<file path="src/core/dummy_end_marker_unused.sv">
`default_nettype none
`default_nettype wire

</file>
<file path="src/core/matrix_trap_pkg.sv">
`default_nettype none
package matrix_trap_pkg;
  // widths of the fields that cross the block boundary
  localparam int LEN_W     = 9;            // requested length field, bits [8:0]
  localparam int UNITS_W   = 10;           // request in 16-byte units, LEN + 1
  localparam int EC_W      = 6;            // exception class field width
  localparam int ISS_W     = 25;           // syndrome code width
  localparam int BYTES_W   = 16;           // byte lengths reported outward
  localparam int NUM_SIZES = 5;            // power-of-two sizes, 1..16 units
  localparam int KIDX_W    = 3;            // index into the size ladder

  // length encoding
  localparam logic [UNITS_W-1:0] LEN_UNIT_BYTES = 10'h010;  // one length unit is 16 bytes
  localparam logic [UNITS_W-1:0] UNITS_ONE      = 10'h001;  // LEN + 1 gives the unit count
  localparam logic [LEN_W-1:0]   LEN_RESET      = 9'h1ff;   // reset request: largest encodable

  // default set of implemented sizes, bit i means 16 << i bytes
  localparam logic [NUM_SIZES-1:0] SUPPORTED_DEFAULT = 5'h1f;

  // syndrome encodings
  localparam logic [EC_W-1:0]  EC_MATRIX      = 6'h1d;      // 0b011101
  localparam logic [ISS_W-1:0] ISS_CONFIG     = 25'h0000000;
  localparam logic [ISS_W-1:0] ISS_NOT_STREAM = 25'h0000002;
  localparam logic [ISS_W-1:0] ISS_ARRAY_OFF  = 25'h0000003;
  localparam logic [ISS_W-1:0] ISS_TABLE_OFF  = 25'h0000004;

  // level-1 matrix_access_enable field codes
  localparam logic [1:0] MATRIX_ACCESS_ENABLE_TRAP_USER_ONLY = 2'h1;
  localparam logic [1:0] MATRIX_ACCESS_ENABLE_NO_TRAP        = 2'h3;

  // lookup_table_enable bit positions, one per level
  localparam int TBL_EN_L1 = 0;
  localparam int TBL_EN_L2 = 1;
  localparam int TBL_EN_L3 = 2;

  // privilege levels
  typedef enum logic [1:0] {
    LVL_USER       = 2'b00,
    LVL_KERNEL     = 2'b01,
    LVL_HYPERVISOR = 2'b10,
    LVL_MONITOR    = 2'b11
  } level_e;

  // instruction classes presented by decode
  typedef enum logic [2:0] {
    KIND_NONE      = 3'b000,  // not a matrix-related instruction
    KIND_DATA_PROC = 3'b001,  // matrix data processing
    KIND_MODE_CHG  = 3'b010,  // enter/exit stream mode
    KIND_SYSREG    = 3'b011,  // read/write of mode or length control
    KIND_TABLE     = 3'b100,  // lookup_table_register access
    KIND_ARRAY_VEC = 3'b101,  // unpredicated array load/store/zero
    KIND_READ_LEN  = 3'b110   // read_stream_length_instr
  } instr_kind_e;

  // trace and branch-record exception type
  typedef enum logic [1:0] {
    TRACE_NONE = 2'b00,
    TRACE_TRAP = 2'b01
  } trace_type_e;
endpackage
`default_nettype wire

</file>
<file path="src/core/len_if.sv">
`default_nettype none
// carries the per-level length requests to the resolver and its answers back
interface len_if;
  logic [matrix_trap_pkg::LEN_W-1:0]     req1;       // kernel level request
  logic [matrix_trap_pkg::LEN_W-1:0]     req2;       // hypervisor level request
  logic [matrix_trap_pkg::LEN_W-1:0]     req3;       // monitor level request
  logic                                  hyp_present; // hypervisor level exists here
  logic [matrix_trap_pkg::NUM_SIZES-1:0] supported;  // implemented size set
  logic [matrix_trap_pkg::KIDX_W-1:0]    k1;         // resolved index, kernel and user
  logic [matrix_trap_pkg::KIDX_W-1:0]    k2;         // resolved index, hypervisor
  logic [matrix_trap_pkg::KIDX_W-1:0]    k3;         // resolved index, monitor
  modport resolver (input req1, req2, req3, hyp_present, supported, output k1, k2, k3);
  modport user     (output req1, req2, req3, hyp_present, supported, input k1, k2, k3);
endinterface
`default_nettype wire

</file>
<file path="src/core/matrix_trap_and_stream_len.sv">
// Operation
// - matrix, mode and sysreg instructions are trappable
// - table instructions trappable by table enables
// - level-1 control traps user/kernel to kernel/hypervisor
// - level-2 control traps up to hypervisor, hypervisor
// - level-3 control traps any level to monitor
// - table enables trap per level to matching target
// - matrix traps report class 0x1d
// - class 0x1d maps to trace trap type
// - stream length derived from level length requests
// - array load/store/zero use stream length always
// - in stream mode vector length equals stream
// - any subset of sizes may be implemented
// - request in 16-byte units, floor at minimum
// - top level request capped at maximum size
// - lower level capped by more privileged level
// - unsupported request rounds down to supported size
// - request field bits [8:0], read returns bytes
// - growth keeps common bits, new bits zero/old
// - length may change inside stream mode
// - raise then restore keeps original contents
// - disabled table access traps with code 4
// - sysreg checks ordered, code 0 each
`default_nettype none
module matrix_trap_and_stream_len #(
  parameter logic [matrix_trap_pkg::NUM_SIZES-1:0] SUPPORTED_SIZES = matrix_trap_pkg::SUPPORTED_DEFAULT,
  parameter bit                                    GROW_ZERO_FILL  = 1'b0
) (
  input  wire logic                                  mclk,
  input  wire logic                                  rst,
  input  wire logic                                  clk_en,
  input  wire logic [1:0]                            cur_level,
  input  wire logic                                  hyp_present,
  input  wire logic                                  kernel_route_to_hyp,
  input  wire logic [1:0]                            level1_matrix_access_enable,
  input  wire logic                                  level2_matrix_access_enable,
  input  wire logic                                  level2_matrix_trap_bit,
  input  wire logic                                  matrix_enable_level3,
  input  wire logic [2:0]                            lookup_table_enable,
  input  wire logic [matrix_trap_pkg::LEN_W-1:0]     stream_length_control_l1,
  input  wire logic [matrix_trap_pkg::LEN_W-1:0]     stream_length_control_l2,
  input  wire logic [matrix_trap_pkg::LEN_W-1:0]     stream_length_control_l3,
  input  wire logic                                  stream_mode_bit,
  input  wire logic                                  array_storage_enable_bit,
  input  wire logic [matrix_trap_pkg::BYTES_W-1:0]   nonstream_vector_bytes,
  input  wire logic                                  instr_valid,
  input  wire logic [2:0]                            instr_kind,
  input  wire logic                                  instr_uses_vector_regs,
  input  wire logic                                  instr_uses_array,
  output logic                                       trap_valid,
  output logic [1:0]                                 trap_target_level,
  output logic [matrix_trap_pkg::EC_W-1:0]           exception_class_field,
  output logic [matrix_trap_pkg::ISS_W-1:0]          trap_syndrome,
  output logic [1:0]                                 trace_exception_type,
  output logic                                       instr_accept,
  output logic [matrix_trap_pkg::BYTES_W-1:0]        read_len_bytes,
  output logic [matrix_trap_pkg::BYTES_W-1:0]        array_access_bytes,
  output logic [matrix_trap_pkg::BYTES_W-1:0]        effective_stream_length,
  output logic [matrix_trap_pkg::BYTES_W-1:0]        effective_vector_length,
  output logic                                       stream_len_grew,
  output logic                                       grow_fill_zero
);

  // decoded views of the input buses
  matrix_trap_pkg::level_e      lvl;            // current privilege level
  matrix_trap_pkg::instr_kind_e kind;           // current instruction class
  assign lvl  = matrix_trap_pkg::level_e'(cur_level);
  assign kind = matrix_trap_pkg::instr_kind_e'(instr_kind);

  // length resolver connection
  len_if lif ();
  logic [matrix_trap_pkg::KIDX_W-1:0] k_cur;    // resolved index at current level

  // drive the resolver from the three requests, bits [8:0] of each control
  assign lif.req1        = stream_length_control_l1;
  assign lif.req2        = stream_length_control_l2;
  assign lif.req3        = stream_length_control_l3;
  assign lif.hyp_present = hyp_present;
  assign lif.supported   = SUPPORTED_SIZES;

  stream_len_resolver u_resolver (
    .lif (lif.resolver)
  );

  // bytes for a ladder index
  function automatic logic [matrix_trap_pkg::BYTES_W-1:0] idx_bytes(
    input logic [matrix_trap_pkg::KIDX_W-1:0] k
  );
    return matrix_trap_pkg::BYTES_W'(matrix_trap_pkg::LEN_UNIT_BYTES) << k;
  endfunction

  // pick the level's own resolved length, no register in between
  always_comb
  begin
    case (lvl)
      matrix_trap_pkg::LVL_MONITOR:    k_cur = lif.k3;
      matrix_trap_pkg::LVL_HYPERVISOR: k_cur = lif.k2;
      default:                         k_cur = lif.k1;  // user shares the kernel length
    endcase
  end

  assign effective_stream_length = idx_bytes(k_cur);
  // stream mode overrides the ordinary length
  assign effective_vector_length = stream_mode_bit ? effective_stream_length : nonstream_vector_bytes;
  // policy for newly visible bits on growth, fixed per build
  assign grow_fill_zero = GROW_ZERO_FILL;

  // class grouping
  logic is_matrix;   // any instruction the access controls can trap
  logic is_table;    // lookup_table_register users
  assign is_matrix = (kind != matrix_trap_pkg::KIND_NONE);
  assign is_table  = (kind == matrix_trap_pkg::KIND_TABLE);

  // level-1 field: which levels it lets through
  logic l1_blocks;   // level-1 control traps this level
  always_comb
  begin
    l1_blocks = 1'b0;
    if (lvl == matrix_trap_pkg::LVL_USER || lvl == matrix_trap_pkg::LVL_KERNEL)
    begin
      if (level1_matrix_access_enable == matrix_trap_pkg::MATRIX_ACCESS_ENABLE_NO_TRAP)
        l1_blocks = 1'b0;
      else if (level1_matrix_access_enable == matrix_trap_pkg::MATRIX_ACCESS_ENABLE_TRAP_USER_ONLY)
        l1_blocks = (lvl == matrix_trap_pkg::LVL_USER);
      else
        l1_blocks = 1'b1;
    end
  end

  // lower levels reach hypervisor checks only where it exists
  logic below_mon;   // not at monitor level
  logic l1_scope;    // user or kernel
  logic l1_target_hyp; // level-1 trap is routed to hypervisor
  assign below_mon     = (lvl != matrix_trap_pkg::LVL_MONITOR);
  assign l1_scope      = (lvl == matrix_trap_pkg::LVL_USER) || (lvl == matrix_trap_pkg::LVL_KERNEL);
  assign l1_target_hyp = hyp_present && kernel_route_to_hyp && (lvl == matrix_trap_pkg::LVL_USER);

  // trap decision, highest priority first
  logic                                 trap_hit;  // this instruction traps
  matrix_trap_pkg::level_e              tgt;       // level that takes it
  logic [matrix_trap_pkg::ISS_W-1:0]    iss;       // syndrome code
  always_comb
  begin
    trap_hit = 1'b0;
    tgt      = matrix_trap_pkg::LVL_KERNEL;
    iss      = matrix_trap_pkg::ISS_CONFIG;
    if (!is_matrix)
      trap_hit = 1'b0;
    // level-1 enable checked first
    else if (l1_blocks)
    begin
      trap_hit = 1'b1;
      tgt      = l1_target_hyp ? matrix_trap_pkg::LVL_HYPERVISOR : matrix_trap_pkg::LVL_KERNEL;
    end
    // level-2 enable, then its trap bit
    else if (hyp_present && below_mon && !level2_matrix_access_enable)
    begin
      trap_hit = 1'b1;
      tgt      = matrix_trap_pkg::LVL_HYPERVISOR;
    end
    else if (hyp_present && below_mon && level2_matrix_trap_bit)
    begin
      trap_hit = 1'b1;
      tgt      = matrix_trap_pkg::LVL_HYPERVISOR;
    end
    // level-3 enable covers every level
    else if (!matrix_enable_level3)
    begin
      trap_hit = 1'b1;
      tgt      = matrix_trap_pkg::LVL_MONITOR;
    end
    // vector registers need stream mode; array ops are exempt
    else if (kind != matrix_trap_pkg::KIND_ARRAY_VEC && instr_uses_vector_regs && !stream_mode_bit)
    begin
      trap_hit = 1'b1;
      tgt      = (lvl == matrix_trap_pkg::LVL_USER) ? matrix_trap_pkg::LVL_KERNEL : lvl;
      iss      = matrix_trap_pkg::ISS_NOT_STREAM;
    end
    // array storage off blocks array and table users
    else if ((instr_uses_array || is_table || kind == matrix_trap_pkg::KIND_ARRAY_VEC) && !array_storage_enable_bit)
    begin
      trap_hit = 1'b1;
      tgt      = (lvl == matrix_trap_pkg::LVL_USER) ? matrix_trap_pkg::LVL_KERNEL : lvl;
      iss      = matrix_trap_pkg::ISS_ARRAY_OFF;
    end
    // table enables, level 1 then 2 then 3
    else if (is_table && l1_scope && !lookup_table_enable[matrix_trap_pkg::TBL_EN_L1])
    begin
      trap_hit = 1'b1;
      tgt      = l1_target_hyp ? matrix_trap_pkg::LVL_HYPERVISOR : matrix_trap_pkg::LVL_KERNEL;
      iss      = matrix_trap_pkg::ISS_TABLE_OFF;
    end
    else if (is_table && hyp_present && below_mon && !lookup_table_enable[matrix_trap_pkg::TBL_EN_L2])
    begin
      trap_hit = 1'b1;
      tgt      = matrix_trap_pkg::LVL_HYPERVISOR;
      iss      = matrix_trap_pkg::ISS_TABLE_OFF;
    end
    else if (is_table && !lookup_table_enable[matrix_trap_pkg::TBL_EN_L3])
    begin
      trap_hit = 1'b1;
      tgt      = matrix_trap_pkg::LVL_MONITOR;
      iss      = matrix_trap_pkg::ISS_TABLE_OFF;
    end
  end

  // trap report, one-cycle pulse with held payload
  logic                              trap_valid_reg;
  matrix_trap_pkg::level_e           trap_target_reg;
  logic [matrix_trap_pkg::EC_W-1:0]  ec_reg;
  logic [matrix_trap_pkg::ISS_W-1:0] iss_reg;
  matrix_trap_pkg::trace_type_e      trace_reg;
  always_ff @(posedge mclk or posedge rst)
  begin
    if (rst)
    begin
      trap_valid_reg  <= 1'b0;
      trap_target_reg <= matrix_trap_pkg::LVL_USER;
      ec_reg          <= '0;
      iss_reg         <= '0;
      trace_reg       <= matrix_trap_pkg::TRACE_NONE;
    end
    else if (clk_en)
    begin
      trap_valid_reg <= instr_valid && trap_hit;
      if (instr_valid && trap_hit)
      begin
        trap_target_reg <= tgt;
        ec_reg          <= matrix_trap_pkg::EC_MATRIX;
        iss_reg         <= iss;
        trace_reg       <= matrix_trap_pkg::TRACE_TRAP;
      end
    end
  end

  // accepted instruction results
  logic                               accept_reg;
  logic [matrix_trap_pkg::BYTES_W-1:0] read_len_reg;
  logic [matrix_trap_pkg::BYTES_W-1:0] array_len_reg;
  always_ff @(posedge mclk or posedge rst)
  begin
    if (rst)
    begin
      accept_reg    <= 1'b0;
      read_len_reg  <= '0;
      array_len_reg <= '0;
    end
    else if (clk_en)
    begin
      accept_reg <= instr_valid && !trap_hit;
      // read-length returns bytes of the resolved length
      if (instr_valid && !trap_hit && kind == matrix_trap_pkg::KIND_READ_LEN)
        read_len_reg <= effective_stream_length;
      // array transfers size by stream length in either mode
      if (instr_valid && !trap_hit && kind == matrix_trap_pkg::KIND_ARRAY_VEC)
        array_len_reg <= effective_stream_length;
    end
  end

  // growth watch: only flags, never wipes storage, so a raise and
  // restore leaves contents intact
  logic [matrix_trap_pkg::KIDX_W-1:0] k_prev_reg;  // index seen last cycle
  logic                               sm_prev_reg; // stream mode last cycle
  logic                               grew_reg;
  always_ff @(posedge mclk or posedge rst)
  begin
    if (rst)
    begin
      k_prev_reg  <= '0;
      sm_prev_reg <= 1'b0;
      grew_reg    <= 1'b0;
    end
    else if (clk_en)
    begin
      k_prev_reg  <= k_cur;
      sm_prev_reg <= stream_mode_bit;
      // length increase inside stream mode, from write or level change
      grew_reg    <= sm_prev_reg && stream_mode_bit && (k_cur > k_prev_reg);
    end
  end

  assign trap_valid            = trap_valid_reg;
  assign trap_target_level     = trap_target_reg;
  assign exception_class_field = ec_reg;
  assign trap_syndrome         = iss_reg;
  assign trace_exception_type  = trace_reg;
  assign instr_accept          = accept_reg;
  assign read_len_bytes        = read_len_reg;
  assign array_access_bytes    = array_len_reg;
  assign stream_len_grew       = grew_reg;
endmodule
`default_nettype wire

</file>
<file path="src/core/stream_len_resolver.sv">
`default_nettype none
// purely combinational, so a new request applies to the very next instruction
module stream_len_resolver (
  len_if.resolver lif
);
  // highest implemented size index
  function automatic logic [matrix_trap_pkg::KIDX_W-1:0] top_index(
    input logic [matrix_trap_pkg::NUM_SIZES-1:0] sup
  );
    logic [matrix_trap_pkg::KIDX_W-1:0] t;
    t = '0;
    for (int i = 0; i < matrix_trap_pkg::NUM_SIZES; i++)
    begin
      if (sup[i])
        t = matrix_trap_pkg::KIDX_W'(i);
    end
    return t;
  endfunction

  // unit count of ladder step i
  function automatic logic [matrix_trap_pkg::UNITS_W-1:0] unit_count(input int i);
    return matrix_trap_pkg::UNITS_ONE << i;
  endfunction

  // resolve one request against a ceiling index
  function automatic logic [matrix_trap_pkg::KIDX_W-1:0] resolve(
    input logic [matrix_trap_pkg::LEN_W-1:0]     req,
    input logic [matrix_trap_pkg::KIDX_W-1:0]    cap,
    input logic [matrix_trap_pkg::NUM_SIZES-1:0] sup
  );
    logic [matrix_trap_pkg::UNITS_W-1:0] units;
    logic [matrix_trap_pkg::KIDX_W-1:0]  best;
    logic                                seen;
    units = {1'b0, req} + matrix_trap_pkg::UNITS_ONE;
    best  = '0;
    seen  = 1'b0;
    // start from the minimum, so a short request lands there
    for (int i = matrix_trap_pkg::NUM_SIZES - 1; i >= 0; i--)
    begin
      if (sup[i])
      begin
        best = matrix_trap_pkg::KIDX_W'(i);
        seen = 1'b1;
      end
    end
    // climb to the largest supported size not above request or ceiling
    for (int i = 0; i < matrix_trap_pkg::NUM_SIZES; i++)
    begin
      if (seen && sup[i] && (unit_count(i) <= units) && (matrix_trap_pkg::KIDX_W'(i) <= cap))
        best = matrix_trap_pkg::KIDX_W'(i);
    end
    return best;
  endfunction

  // monitor level is highest: ceiling is the largest size
  assign lif.k3 = resolve(lif.req3, top_index(lif.supported), lif.supported);
  // lower levels are capped by the next more privileged level
  assign lif.k2 = resolve(lif.req2, lif.k3, lif.supported);
  assign lif.k1 = resolve(lif.req1, lif.hyp_present ? lif.k2 : lif.k3, lif.supported);
endmodule
`default_nettype wire

</file>
<file path="config.mk">
export PLATFORM = sky130hd
export DESIGN_NAME = matrix_trap_and_stream_len
export DESIGN_NICKNAME = d
export VERILOG_FILES = /design/src/core/dummy_end_marker_unused.sv /design/src/core/matrix_trap_pkg.sv /design/src/core/len_if.sv /design/src/core/matrix_trap_and_stream_len.sv /design/src/core/stream_len_resolver.sv
export SDC_FILE = /design/constraint.sdc
export NUM_CORES = 1
export LEC_CHECK = 0
export BUFFER_PORTS_ARGS = -buffer_cell sky130_fd_sc_hd__buf_2
export CORE_MARGIN = 10
export CORE_UTILIZATION = 41
export DETAILED_ROUTE_END_ITERATION = 7
export PLACE_DENSITY = 0.78
export SYNTH_ARGS = -nofsm -noshare
export SYNTH_HDL_FRONTEND = slang
export SYNTH_HIERARCHICAL = 1
export SYNTH_SLANG_ARGS = --single-unit
</file>
<file path="constraint.sdc">
create_clock -name mclk -period 4 [get_ports mclk]
set_clock_uncertainty 0.2 [all_clocks]
set_input_delay 0.8 -clock mclk [delete_from_list [all_inputs] [get_ports mclk]]
set_output_delay 0.8 -clock mclk [all_outputs]
set_load 0.02 [all_outputs]
</file>
After elaboration in Yosys (flattened, before gate mapping)
Cells that the tools add are included.

Add/sub/neg operators: 3. $lt $le $gt $ge: 21. Equal/unequal tests: 10. Shifts and indexed selects: 1. Muxes and demuxes: 50. Reduce and logical (&&, ||, !) cells: 43.

Operator list (count): $mux W3 (14); $mux W2 (18); $add A9 B1 Y10 const B (3); $le A2 B10 Y1 const A (3); $le A3 B10 Y1 const A (3); $le A4 B10 Y1 const A (3); $le A5 B10 Y1 const A (3); $logic_and A1 B1 Y1 (28); $mux W1 (16); $mux W16 (1); $shl A5 B3 Y16 const A (1); $le A2 B3 Y1 const A (4); $eq A3 B3 Y1 const B (3); $logic_not A1 Y1 (7); $eq A2 B2 Y1 const B (3); $le A1 B3 Y1 const A (2); $le A3 B3 Y1 const A (2); $pmux W3 S2 (1); $reduce_and A2 Y1 (3); $eq A2 B1 Y1 const B (2); $gt A3 B3 Y1 (1); $logic_or A1 B1 Y1 (3); $ne A3 B3 Y1 const B (1); $reduce_bool A3 Y1 (1); other kinds (2) (2).

Register bits: 68. Bits of input ports: 66. Output and inout bits: 103. Word-level logic and storage cells: 139.

Depth between registers and ports, before layout
Gate-level depths: netlist of the first run.

Depth after elaboration: 22. Mapped depth: 17. Mapped depth without buffers: 17.

By module
Netlist of the first run, hierarchy kept.

By module, submodules not included: matrix_trap_and_stream_len (times used 1, cells each 228, area each 2202.1 um^2, sequential area each 725.7 um^2); stream_len_resolver (times used 1, cells each 118, area each 789.5 um^2, sequential area each 0.0 um^2).

Worst setup path before layout of the first run
No wires, ideal clock.

Path type: input to output. From: input stream_length_control_l3[0] in the netlist's numbering. To: output effective_vector_length[9] in the netlist's numbering. Arrival time: 3.632 ns. Data required time: 3.000 ns. Slack: -0.632 ns. Stages: 13. Path through: ha_1 > nor4_2 > o221ai_2 > o41ai_2 > o21ai_1 > a41o_1 > a221o_1 > o22ai_1 > nor2_1 > a21oi_1 > nand2_1 > nor2_1 > mux2_2.

Cells in the longest elaborated chain, start to end: 22. Elaborated cells between the ends (all ways): 37. Those cells by class: add/sub: 1; order compare: 12; shift: 1; mux: 15; reduce/logical: 8.

RTL lines: from (decl) (line matrix_trap_and_stream_len.sv:42) `input wire logic [matrix_trap_pkg::LEN_W-1:0] stream_length_control_l3,`; $add A9 B1 Y10 (*) (line stream_len_resolver.sv:34) `units = {1'b0, req} + matrix_trap_pkg::UNITS_ONE;`; $le A2 B10 Y1 (line stream_len_resolver.sv:49) `if (seen && sup[i] && (unit_count(i) <= units) && (matrix_trap_pkg::KIDX_W'(i) <= cap))`; $mux W1 (line stream_len_resolver.sv:49); $mux W2 (2 in series) (line stream_len_resolver.sv:49); $mux W3 (*) (line stream_len_resolver.sv:49); $le A1 B3 Y1 (line stream_len_resolver.sv:49); $logic_and A1 B1 Y1 (line stream_len_resolver.sv:49); $mux W1 (line stream_len_resolver.sv:49); [6 not listed]; $mux W1 (line stream_len_resolver.sv:49); $mux W2 (2 in series) (line stream_len_resolver.sv:49); $mux W3 (*) (line stream_len_resolver.sv:49); net lif.k1, one bit (line len_if.sv:9) `logic [matrix_trap_pkg::KIDX_W-1:0] k1;`; $pmux W3 S2 (*) (line matrix_trap_and_stream_len.sv:95) `case (lvl)`; $shl A5 B3 Y16 (*) (line matrix_trap_and_stream_len.sv:89) `return matrix_trap_pkg::BYTES_W'(matrix_trap_pkg::LEN_UNIT_BYTES) << k;`; net effective_stream_length, one bit (line matrix_trap_and_stream_len.sv:58) `output logic [matrix_trap_pkg::BYTES_W-1:0] effective_stream_length,`; $mux W16 (*) (line matrix_trap_and_stream_len.sv:104) `assign effective_vector_length = stream_mode_bit ? effective_stream_length : nonstream_vector_bytes;`; to (decl) (line matrix_trap_and_stream_len.sv:59) `output logic [matrix_trap_pkg::BYTES_W-1:0] effective_vector_length,`.

The timed path passes the listed nets; every way through them passes the cells marked *.

Final worst setup path of the first run
From: input stream_length_control_l3[0] in the netlist's numbering. To: output effective_vector_length[7] in the netlist's numbering.

Elaborated cells between the ends (all ways): 37. Those cells by class: add/sub: 1; order compare: 12; shift: 1; mux: 15; reduce/logical: 8.

RTL lines (line): $add A9 B1 Y10 (*) (stream_len_resolver.sv:34); $le A2 B10 Y1 (stream_len_resolver.sv:49); $mux W1 (stream_len_resolver.sv:49); $mux W2 (2 in series) (stream_len_resolver.sv:49); $mux W3 (*) (stream_len_resolver.sv:49); $le A1 B3 Y1 (stream_len_resolver.sv:49); $logic_and A1 B1 Y1 (stream_len_resolver.sv:49); $mux W1 (stream_len_resolver.sv:49); [4 not listed]; $le A2 B3 Y1 (stream_len_resolver.sv:49); $logic_and A1 B1 Y1 (stream_len_resolver.sv:49); $mux W2 (2 in series) (stream_len_resolver.sv:49); $mux W3 (*) (stream_len_resolver.sv:49); net lif.k1, one bit (len_if.sv:9); $pmux W3 S2 (*) (matrix_trap_and_stream_len.sv:95); $shl A5 B3 Y16 (*) (matrix_trap_and_stream_len.sv:89); $mux W16 (*) (matrix_trap_and_stream_len.sv:104).

Marks and branches as above.

==> metrics.md, run 1 <==
| Metric | Value |
|---|---|
| Reg clk slew, reported paths | around 70 ps |
| Yosys warns | 6 |
| Count of state elements after synthesis | 29 |
| Final Total Pwr | ~0.0011 W |
| Gr usage total | 0.156 |
| Critical path class | primary input to output port |
| Remaining DRCs | 0 |
| Initial core utilization | 0.417 |
| Placeable core area | 7180 um^2 |
| CP startpoint | stream_length_control_l3[0] |
| Crit-path cells | buf_8 > ha_4 > and3_4 > and3_4 > o221ai_4 > buf_4 > o21ai_4 > a311oi_2 > o31ai_2 > buf_4 > a21o_1 > o31ai_2 > nor2_1 > a21o_4 > buf_12 > nor2_4 > mux2_4 > buf_2 |
| Post-Syn Area | 2990 um^2 |
| Sw frac | 0.395 |
| Detailed Route WL | approximately 11000 um |
| IO Port Bufs | around 120 |
| Netlist cell types | 64 |
| Total CTS buffers | 5 |
| Final nets | approximately 620 |
| Synth top area share | 0.243 |
| Vias in the first global route | roughly 3000 |
| Final hold violation count | 0 |
| Initial antenna violation count | 1 |
| Flop pwr share | 0.296 |
| Crit share post-route | 1.22 |
| Routed Antenna Nets | 0 |
| Largest net degree at the start of global routing | 30 |
| Power density cells | between 200 and 250 nW/um^2 |
| R2R Path Start | k_prev_reg[2] |
| Slew HR | 0.285 |
| Number of synthesized flops with an enable pin | 0 |
| WL/cell | about 17 um |
| Finish-stage setup viols | 18 |
| Most instantiated cells after synthesis | buf_4, dfrtp_1, nand2_1 |
| Layout cells sized above 1 | 0.473 |
| DR iter-0 viols | around 220 |
| Actual slew at the worst max-slew pin | between 1000 and 1500 ps |
| Internal power | between 0.0006 and 0.0007 W |
| Post-route cell area | approximately 4500 um^2 |
| Crit path arrival time | a little under 4000 ps |
| Maximum VDD drop | 154 uV |
| DP HPWL | between 7000 and 8000 um |
| Die Span Y | approximately 110 um |
| CTS H-Tree Depth | 2 |
| Dominant cells by area after synthesis | dfrtp_1, buf_4, ha_1, mux2_1, mux2_4 |
| Die area | ~11000 um^2 |
| Startpoint types | primary input |
| Final Critical Period | just under 5000 ps |
| Worst Path Max Fanout | 8 |
| Clock network power share | 0.216 |
| Comb pwr share | 0.488 |
| Sink Count | 29 |
| I/O Pins | between 150 and 200 |
| Slowest CP cell | a311oi_2 |
| Failing checks | setup timing |
| Rows | 31 |
| PnR worst setup slack | -862 ps |
| Clock Path Buffers | 2 |
| Dpl cell area | roughly 4000 um^2 |
| Vias post-DR | 3247 |
| Clk_lat worst skew | about 280 ps |
| Total gr overflow | 0 |
| RSZ-0062 raised after global routing | true |
| Worst Path Required | around 3000 ps |
| Synthesized area per cell | a little under 9 um^2 |
| Width of the die | ~110 um |
| Status | complete, but fails checks |
| CP Capture Type | output port |
| CTS tree | built |
| GPL Wtd Cong | 0.874 |
| Most common cell in the netlist | buf_4 |
| Hold Startpoint | trap_syndrome[0] |
| Root buffer cell | clkbuf_8 |
| Vias/cell | between 5 and 6 |
| Sequential share of the synthesized area | 0.243 |
| Synth Instances | between 300 and 400 |
| Post-synth top flop | dfrtp_1 |
| Area Overhead vs Synth | 51.6% |
| Psw | 0.000437 W |
| Final-report max-slew violation count | 0 |
| First-pass GRT wire length | ~15000 um |
| Synth area leader | dfrtp_1 |
| Delay-heaviest family, CP | compound AO/OA/AOI/OAI gates |
| First drt pass iteration count | 7 |
| Crit path buffers/inverters | 5 |
| Critical Path Max Stage Delay | 430 ps |
| Leakage power | around 2.5 nW |
| Worst min path class | flip-flop to flip-flop |
| Ys async rst share | 1.00 |
| Fmax | 0.206 GHz |
| Max_cap viols | 0 |
## path summary, 6_finish.rpt
path	slack (ps)	depth (start not counted)	endpoint
min in group asynchronous	570	2	array_access_bytes[10]
hold reg to reg	280	1	trap_syndrome[0]
hold / removal	280	1	trap_syndrome[0]
max in group asynchronous	2380	2	read_len_bytes[5]
setup reg to reg	2570	5	stream_len_grew
setup / recovery	-860	18	effective_vector_length[7]
## cells by family (layout without fill, tap and decap cells)
logic type                 after synthesis  count (layout)  synth area share
AOI/OAI and AO/OA                       67              67             0.169
xor gates and xnor gates                 3               3           0.00878
adders and majority gates               12              12            0.0502
buffers and inverters                   83             211             0.174
DFF                                     29              29             0.243
muxes                                   34              34             0.136
other                                    2              76           0.00251
and+or+nand+nor                        116             116             0.217
## power by group through the flow
stage | registers (W) | clock network [W] | logic, W
after floorplan | 0.000349 | 0 | 0.000296
after global placement | 0.000329 | 0 | 0.000420
after detailed placement | 0.000331 | 0 | 0.000430
after CTS | 0.000326 | 0.000238 | 0.000452
after global routing | 0.000329 | 0.000257 | 0.000574
final | 0.000327 | 0.000239 | 0.000540
## cell usage in the layout, fill, tap and decap left out, types with 4 or more instances in the layout
cell type,instances
nor2_1,13
buf_2,102
nand3_1,10
buf_4,51
and3_1,6
mux2_4,16
mux2i_1,5
ha_1,10
a21oi_1,6
nor3_1,6
o21ai_0,7
inv_1,21
dfrtp_1,29
nor2b_1,13
conb_1,75
clkbuf_8,5
nand2_1,21
mux2_1,11
a21o_1,7
buf_6,24
nor2_4,8
nor4_1,4
## stage by stage
stage          instances  hold slack, ps   util  setup slack [ps]  TNS (ps)
6_report             647             282  0.632              -862    -13310
5_1_grt              647             302  0.632              -977    -16310
4_1_cts              628             288  0.588              -626     -9110
3_5_place_dp         617             272  0.561              -735    -11140
3_3_place_gp         617             264  0.561              -672     -9510
2_1_floorplan        419             281      -              -295     -2300
## area by class of cell
type	instances	area, um^2
diodes	1	2.50
clock buffers	5	68.8
clock inverters	3	17.5
fillers	561	2640
inverters	23	93.8
multi-input cells	307	2290
flip-flops and latches	29	726
well taps	99	124
repair buffers	180	1210
## metal layers
layer / part of all wire / vias up / routed length (um) / GRT usage
met2: 0.50 / 184 / 5380 / 0.279
met5: 0 / - / 0 / 0
met3: 0.090 / 38 / 973 / 0.0566
met1: 0.37 / 1524 / 3990 / 0.170
li1: - / 1501 / - / -
met4: 0.040 / 0 / 433 / 0.0431
## repair_timing
action | 4_1_cts | 5_1_grt
pin swaps | 14 | 11
hold endpoints to repair | 0 | 0
buffers inserted | 3 | 18
hold buffers | 0 | 0
resized for setup | 22 | 44
setup endpoints to repair | 17 | 18
## worst register-to-register path: cells and delay by family (launching register included)
kind	cells	cell delay, ps
buf+inv	1	60
compound gates	1	180
fa+ha+maj	1	340
flops	1	340
simple gates	2	230
Note: power is estimated with default switching activity, not from simulation.
==> inputs of run 2 (changes only) <==
Settings changed: ABC_AREA set to 1, CORE_UTILIZATION 41 to 42, PLACE_DENSITY 0.78 to 0.79, SKIP_CTS_REPAIR_TIMING set to 1.
==> run 2 against run 1 <==
The flow still finishes with violations (setup timing). Largest power group unchanged. Highest routed layer unchanged. Sequential cell count unchanged. Clock-buffer cell count unchanged. Routed wire length down 7.2%. Critical path type unchanged.
==> metrics.md, run 2 <==
| Metric | Value |
|---|---|
| Status | complete, but fails checks |
| Failing checks | setup timing |
| Max_cap viols | 0 (unchanged) |
| TNS Setup | -11660 ps (+1650 ps) |
| Final Critical Period | 4830 ps (-33.2 ps) |
| Layout cells sized above 1 | 0.412 (-0.0616) |
| Die area | 11400 um^2 (+2.6%) |
| Remaining DRCs | 0 (unchanged) |
| Rows | 31 (unchanged) |
| Vias/cell | 4.47 (-11%) |
| Startpoint types | primary input |
| Gr usage total | 0.153 (-0.00306) |
| First drt pass iteration count | 4 (-3) |
| Worst min path class | flip-flop to flip-flop |
| Critical Path Max Stage Delay | 300 ps (-130 ps) |
| Post-route cell area | 4540 um^2 (+0.17%) |
| Reg clk slew, reported paths | 60 ps (about the same) |
| Area Overhead vs Synth | 43.5% |
| WL/cell | 13.0 um (-22%) |
| Sequential share of the synthesized area | 0.229 (-0.0132) |
| Vias post-DR | 3434 (+5.8%) |
| I/O Pins | 169 (unchanged) |
| Power density cells | 245 nW/um^2 (+0.62%) |
| Critical path class | primary input to output port |
| Worst Path Max Fanout | 5 (-3) |
| Ys async rst share | 1.00 (unchanged) |
| Maximum VDD drop | 166 uV (+7.9%) |
| Synthesized area per cell | 6.48 um^2 (-25%) |
| Most common cell in the netlist | nand2_1 |
| Dpl cell area | 4190 um^2 (+4.0%) |
| Post-Syn Area | 3160 um^2 (+5.8%) |
| Most instantiated cells after synthesis | nand2_1, inv_1, nor2_1 |
| Most frequent cells in the layout | nand2_1, buf_2, conb_1 |
| Total gr overflow | 0 (unchanged) |
| Leakage power | 2.62 nW (+5.8%) |
| Slowest CP cell | nor3_4 |
| RSZ-0062 raised after global routing | true |
| Initial core utilization | 0.434 (+0.0170) |
| CP Capture Type | output port |
| Final hold violation count | 0 (unchanged) |
| Detailed Route WL | 10000 um (-7.2%) |
| Most frequent cell on the critical path | nand2_1 |
| Width of the die | 107 um (+1.3%) |
| Total CTS buffers | 5 (unchanged) |
| FILL cells | 646 (+15%) |
| Actual slew at the worst max-slew pin | 1050 ps (-25.8 ps) |
| Synth Instances | 488 (+41%) |
| IO Port Bufs | 118 (unchanged) |
| Root buffer cell | clkbuf_8 |
| Most common cell after layout, fill and taps aside | nand2_1 |
| Synth top area share | 0.229 (-0.0132) |
| Vias in the first global route | 3457 (+13%) |
| Yosys warns | 6 (unchanged) |
| CTS H-Tree Depth | 2 (unchanged) |
| Routed Antenna Nets | 0 (unchanged) |
| Initial antenna violation count | 0 (-1) |
| Placeable core area | 7290 um^2 (+1.6%) |
| Largest net degree at the start of global routing | 30 (unchanged) |
| GPL Wtd Cong | 0.865 (-1.0%) |
| Final-report max-slew violation count | 0 (unchanged) |
| Slew HR | 0.302 (+0.0172) |
| Sink Count | 29 (unchanged) |
| Finish-stage setup viols | 17 (-1) |
| Number of synthesized flops with an enable pin | 0 (unchanged) |
| CTS tree | built |
| Clk_lat worst skew | 280 ps (about the same) |
| Fmax | 0.207 GHz (+0.69%) |
| Hold WS | 276 ps (-5.96 ps) |
| Crit path arrival time | 3830 ps (-30 ps) |
| First-pass GRT wire length | 14900 um (+0.69%) |
| PnR worst setup slack | -829 ps (+33.2 ps) |
| DP HPWL | 8030 um (+4.9%) |
| Netlist cell types | 38 (-41%) |
| Worst Path Required | 3000 ps (about the same) |
| Post-synth top flop | dfrtp_1 |
| Dominant cells by area after synthesis | dfrtp_1, nand2_1, buf_4, inv_1, nor2_1 |
| Clock Path Buffers | 2 (unchanged) |
| DR iter-0 viols | 218 (-2.2%) |
| Die Span Y | 107 um (+1.3%) |
| Antenna diode count | 0 (-1) |
| Synth area leader | dfrtp_1 |
| Crit share post-route | 1.21 (-0.00829) |
| Final nets | 747 (+20%) |
| Count of state elements after synthesis | 29 (unchanged) |
==> run 2: cell types whose count changed in the layout (fill, tap and decap cells not counted), sizes merged, moves of 13 or more <==
cell and delta:
nand2 +97, inv +58, nor2 +44, mux2 -29, o21ai +25, nand3 +18
nor2b -13
==> run 2: final timing paths <==
path                       slack (ps)  cells after the start                          to                   startpoint
min                               280                      2                  trap_valid                   trap_valid
min reg2reg                       280                      2                  trap_valid                   trap_valid
max                              -830                     31  effective_vector_length[9]  stream_length_control_l3[1]
max in group asynchronous        2400                      2       array_access_bytes[5]                          rst
max reg2reg                      2490                      6             stream_len_grew                k_prev_reg[2]
min in group asynchronous         570                      2           read_len_bytes[6]                          rst
==> run 2: kinds of logic (layout without fill, tap and decap cells) <==
group                      count (synthesis)  count (layout)  share of synthesized area
other                                      2              69                    0.00237
xor gates and xnor gates                   6               6                     0.0166
AOI/OAI and AO/OA                         60              60                      0.119
DFF                                       29              29                      0.229
adders and majority gates                 12              12                     0.0474
and+or+nand+nor                          236             236                      0.344
buffers and inverters                    143             258                      0.242
==> run 2: power by group <==
group	internal (W)	switching, W	total [W]
clock	0.000120	0.000116	0.000236
sequential	0.000318	0.0000122	0.000330
combinational	0.000214	0.000335	0.000549
total	0.000651	0.000463	0.00111
==> run 2: metal layers <==
layer  part of all wire  GRT usage  up-vias  wire length, um
li1                   -          -     1750                -
met1               0.36      0.154     1535             3590
met2               0.55      0.296      130             5510
met3              0.062     0.0413       19              623
met4              0.027     0.0513        0              269
met5                  0          0        -                0
==> run 2: area by class of cell <==
type                       count  area, um^2  area share
multi-input combinational    383        2200       0.483
timing repair buffer         168        1100       0.242
sequential                    29         726       0.160
inverter                      82         309      0.0680
tap                           99         124      0.0273
clock buffer                   5        68.8      0.0152
clock inverter                 3        17.5     0.00386
==> run 2: worst max-delay path: cells and delay by family <==
kind / cells / cell delay, ps
AOI/OAI and AO/OA: 2 / 260
buffers and inverters: 5 / 590
and+or+nand+nor: 23 / 2040
adders and majority gates: 1 / 150
==> run 2: through the flow <==
| step | worst slack [ps] | power [W] | utilization | cells |
|---|---|---|---|---|
| floorplan | -290 | 0.000679 | - | 555 |
| global placement | -557 | 0.000799 | 0.575 | 755 |
| detailed placement | -712 | 0.000814 | 0.575 | 755 |
| CTS | -731 | 0.00105 | 0.586 | 763 |
| global route | -1060 | 0.00119 | 0.623 | 769 |
| finish | -829 | 0.00111 | 0.623 | 769 |
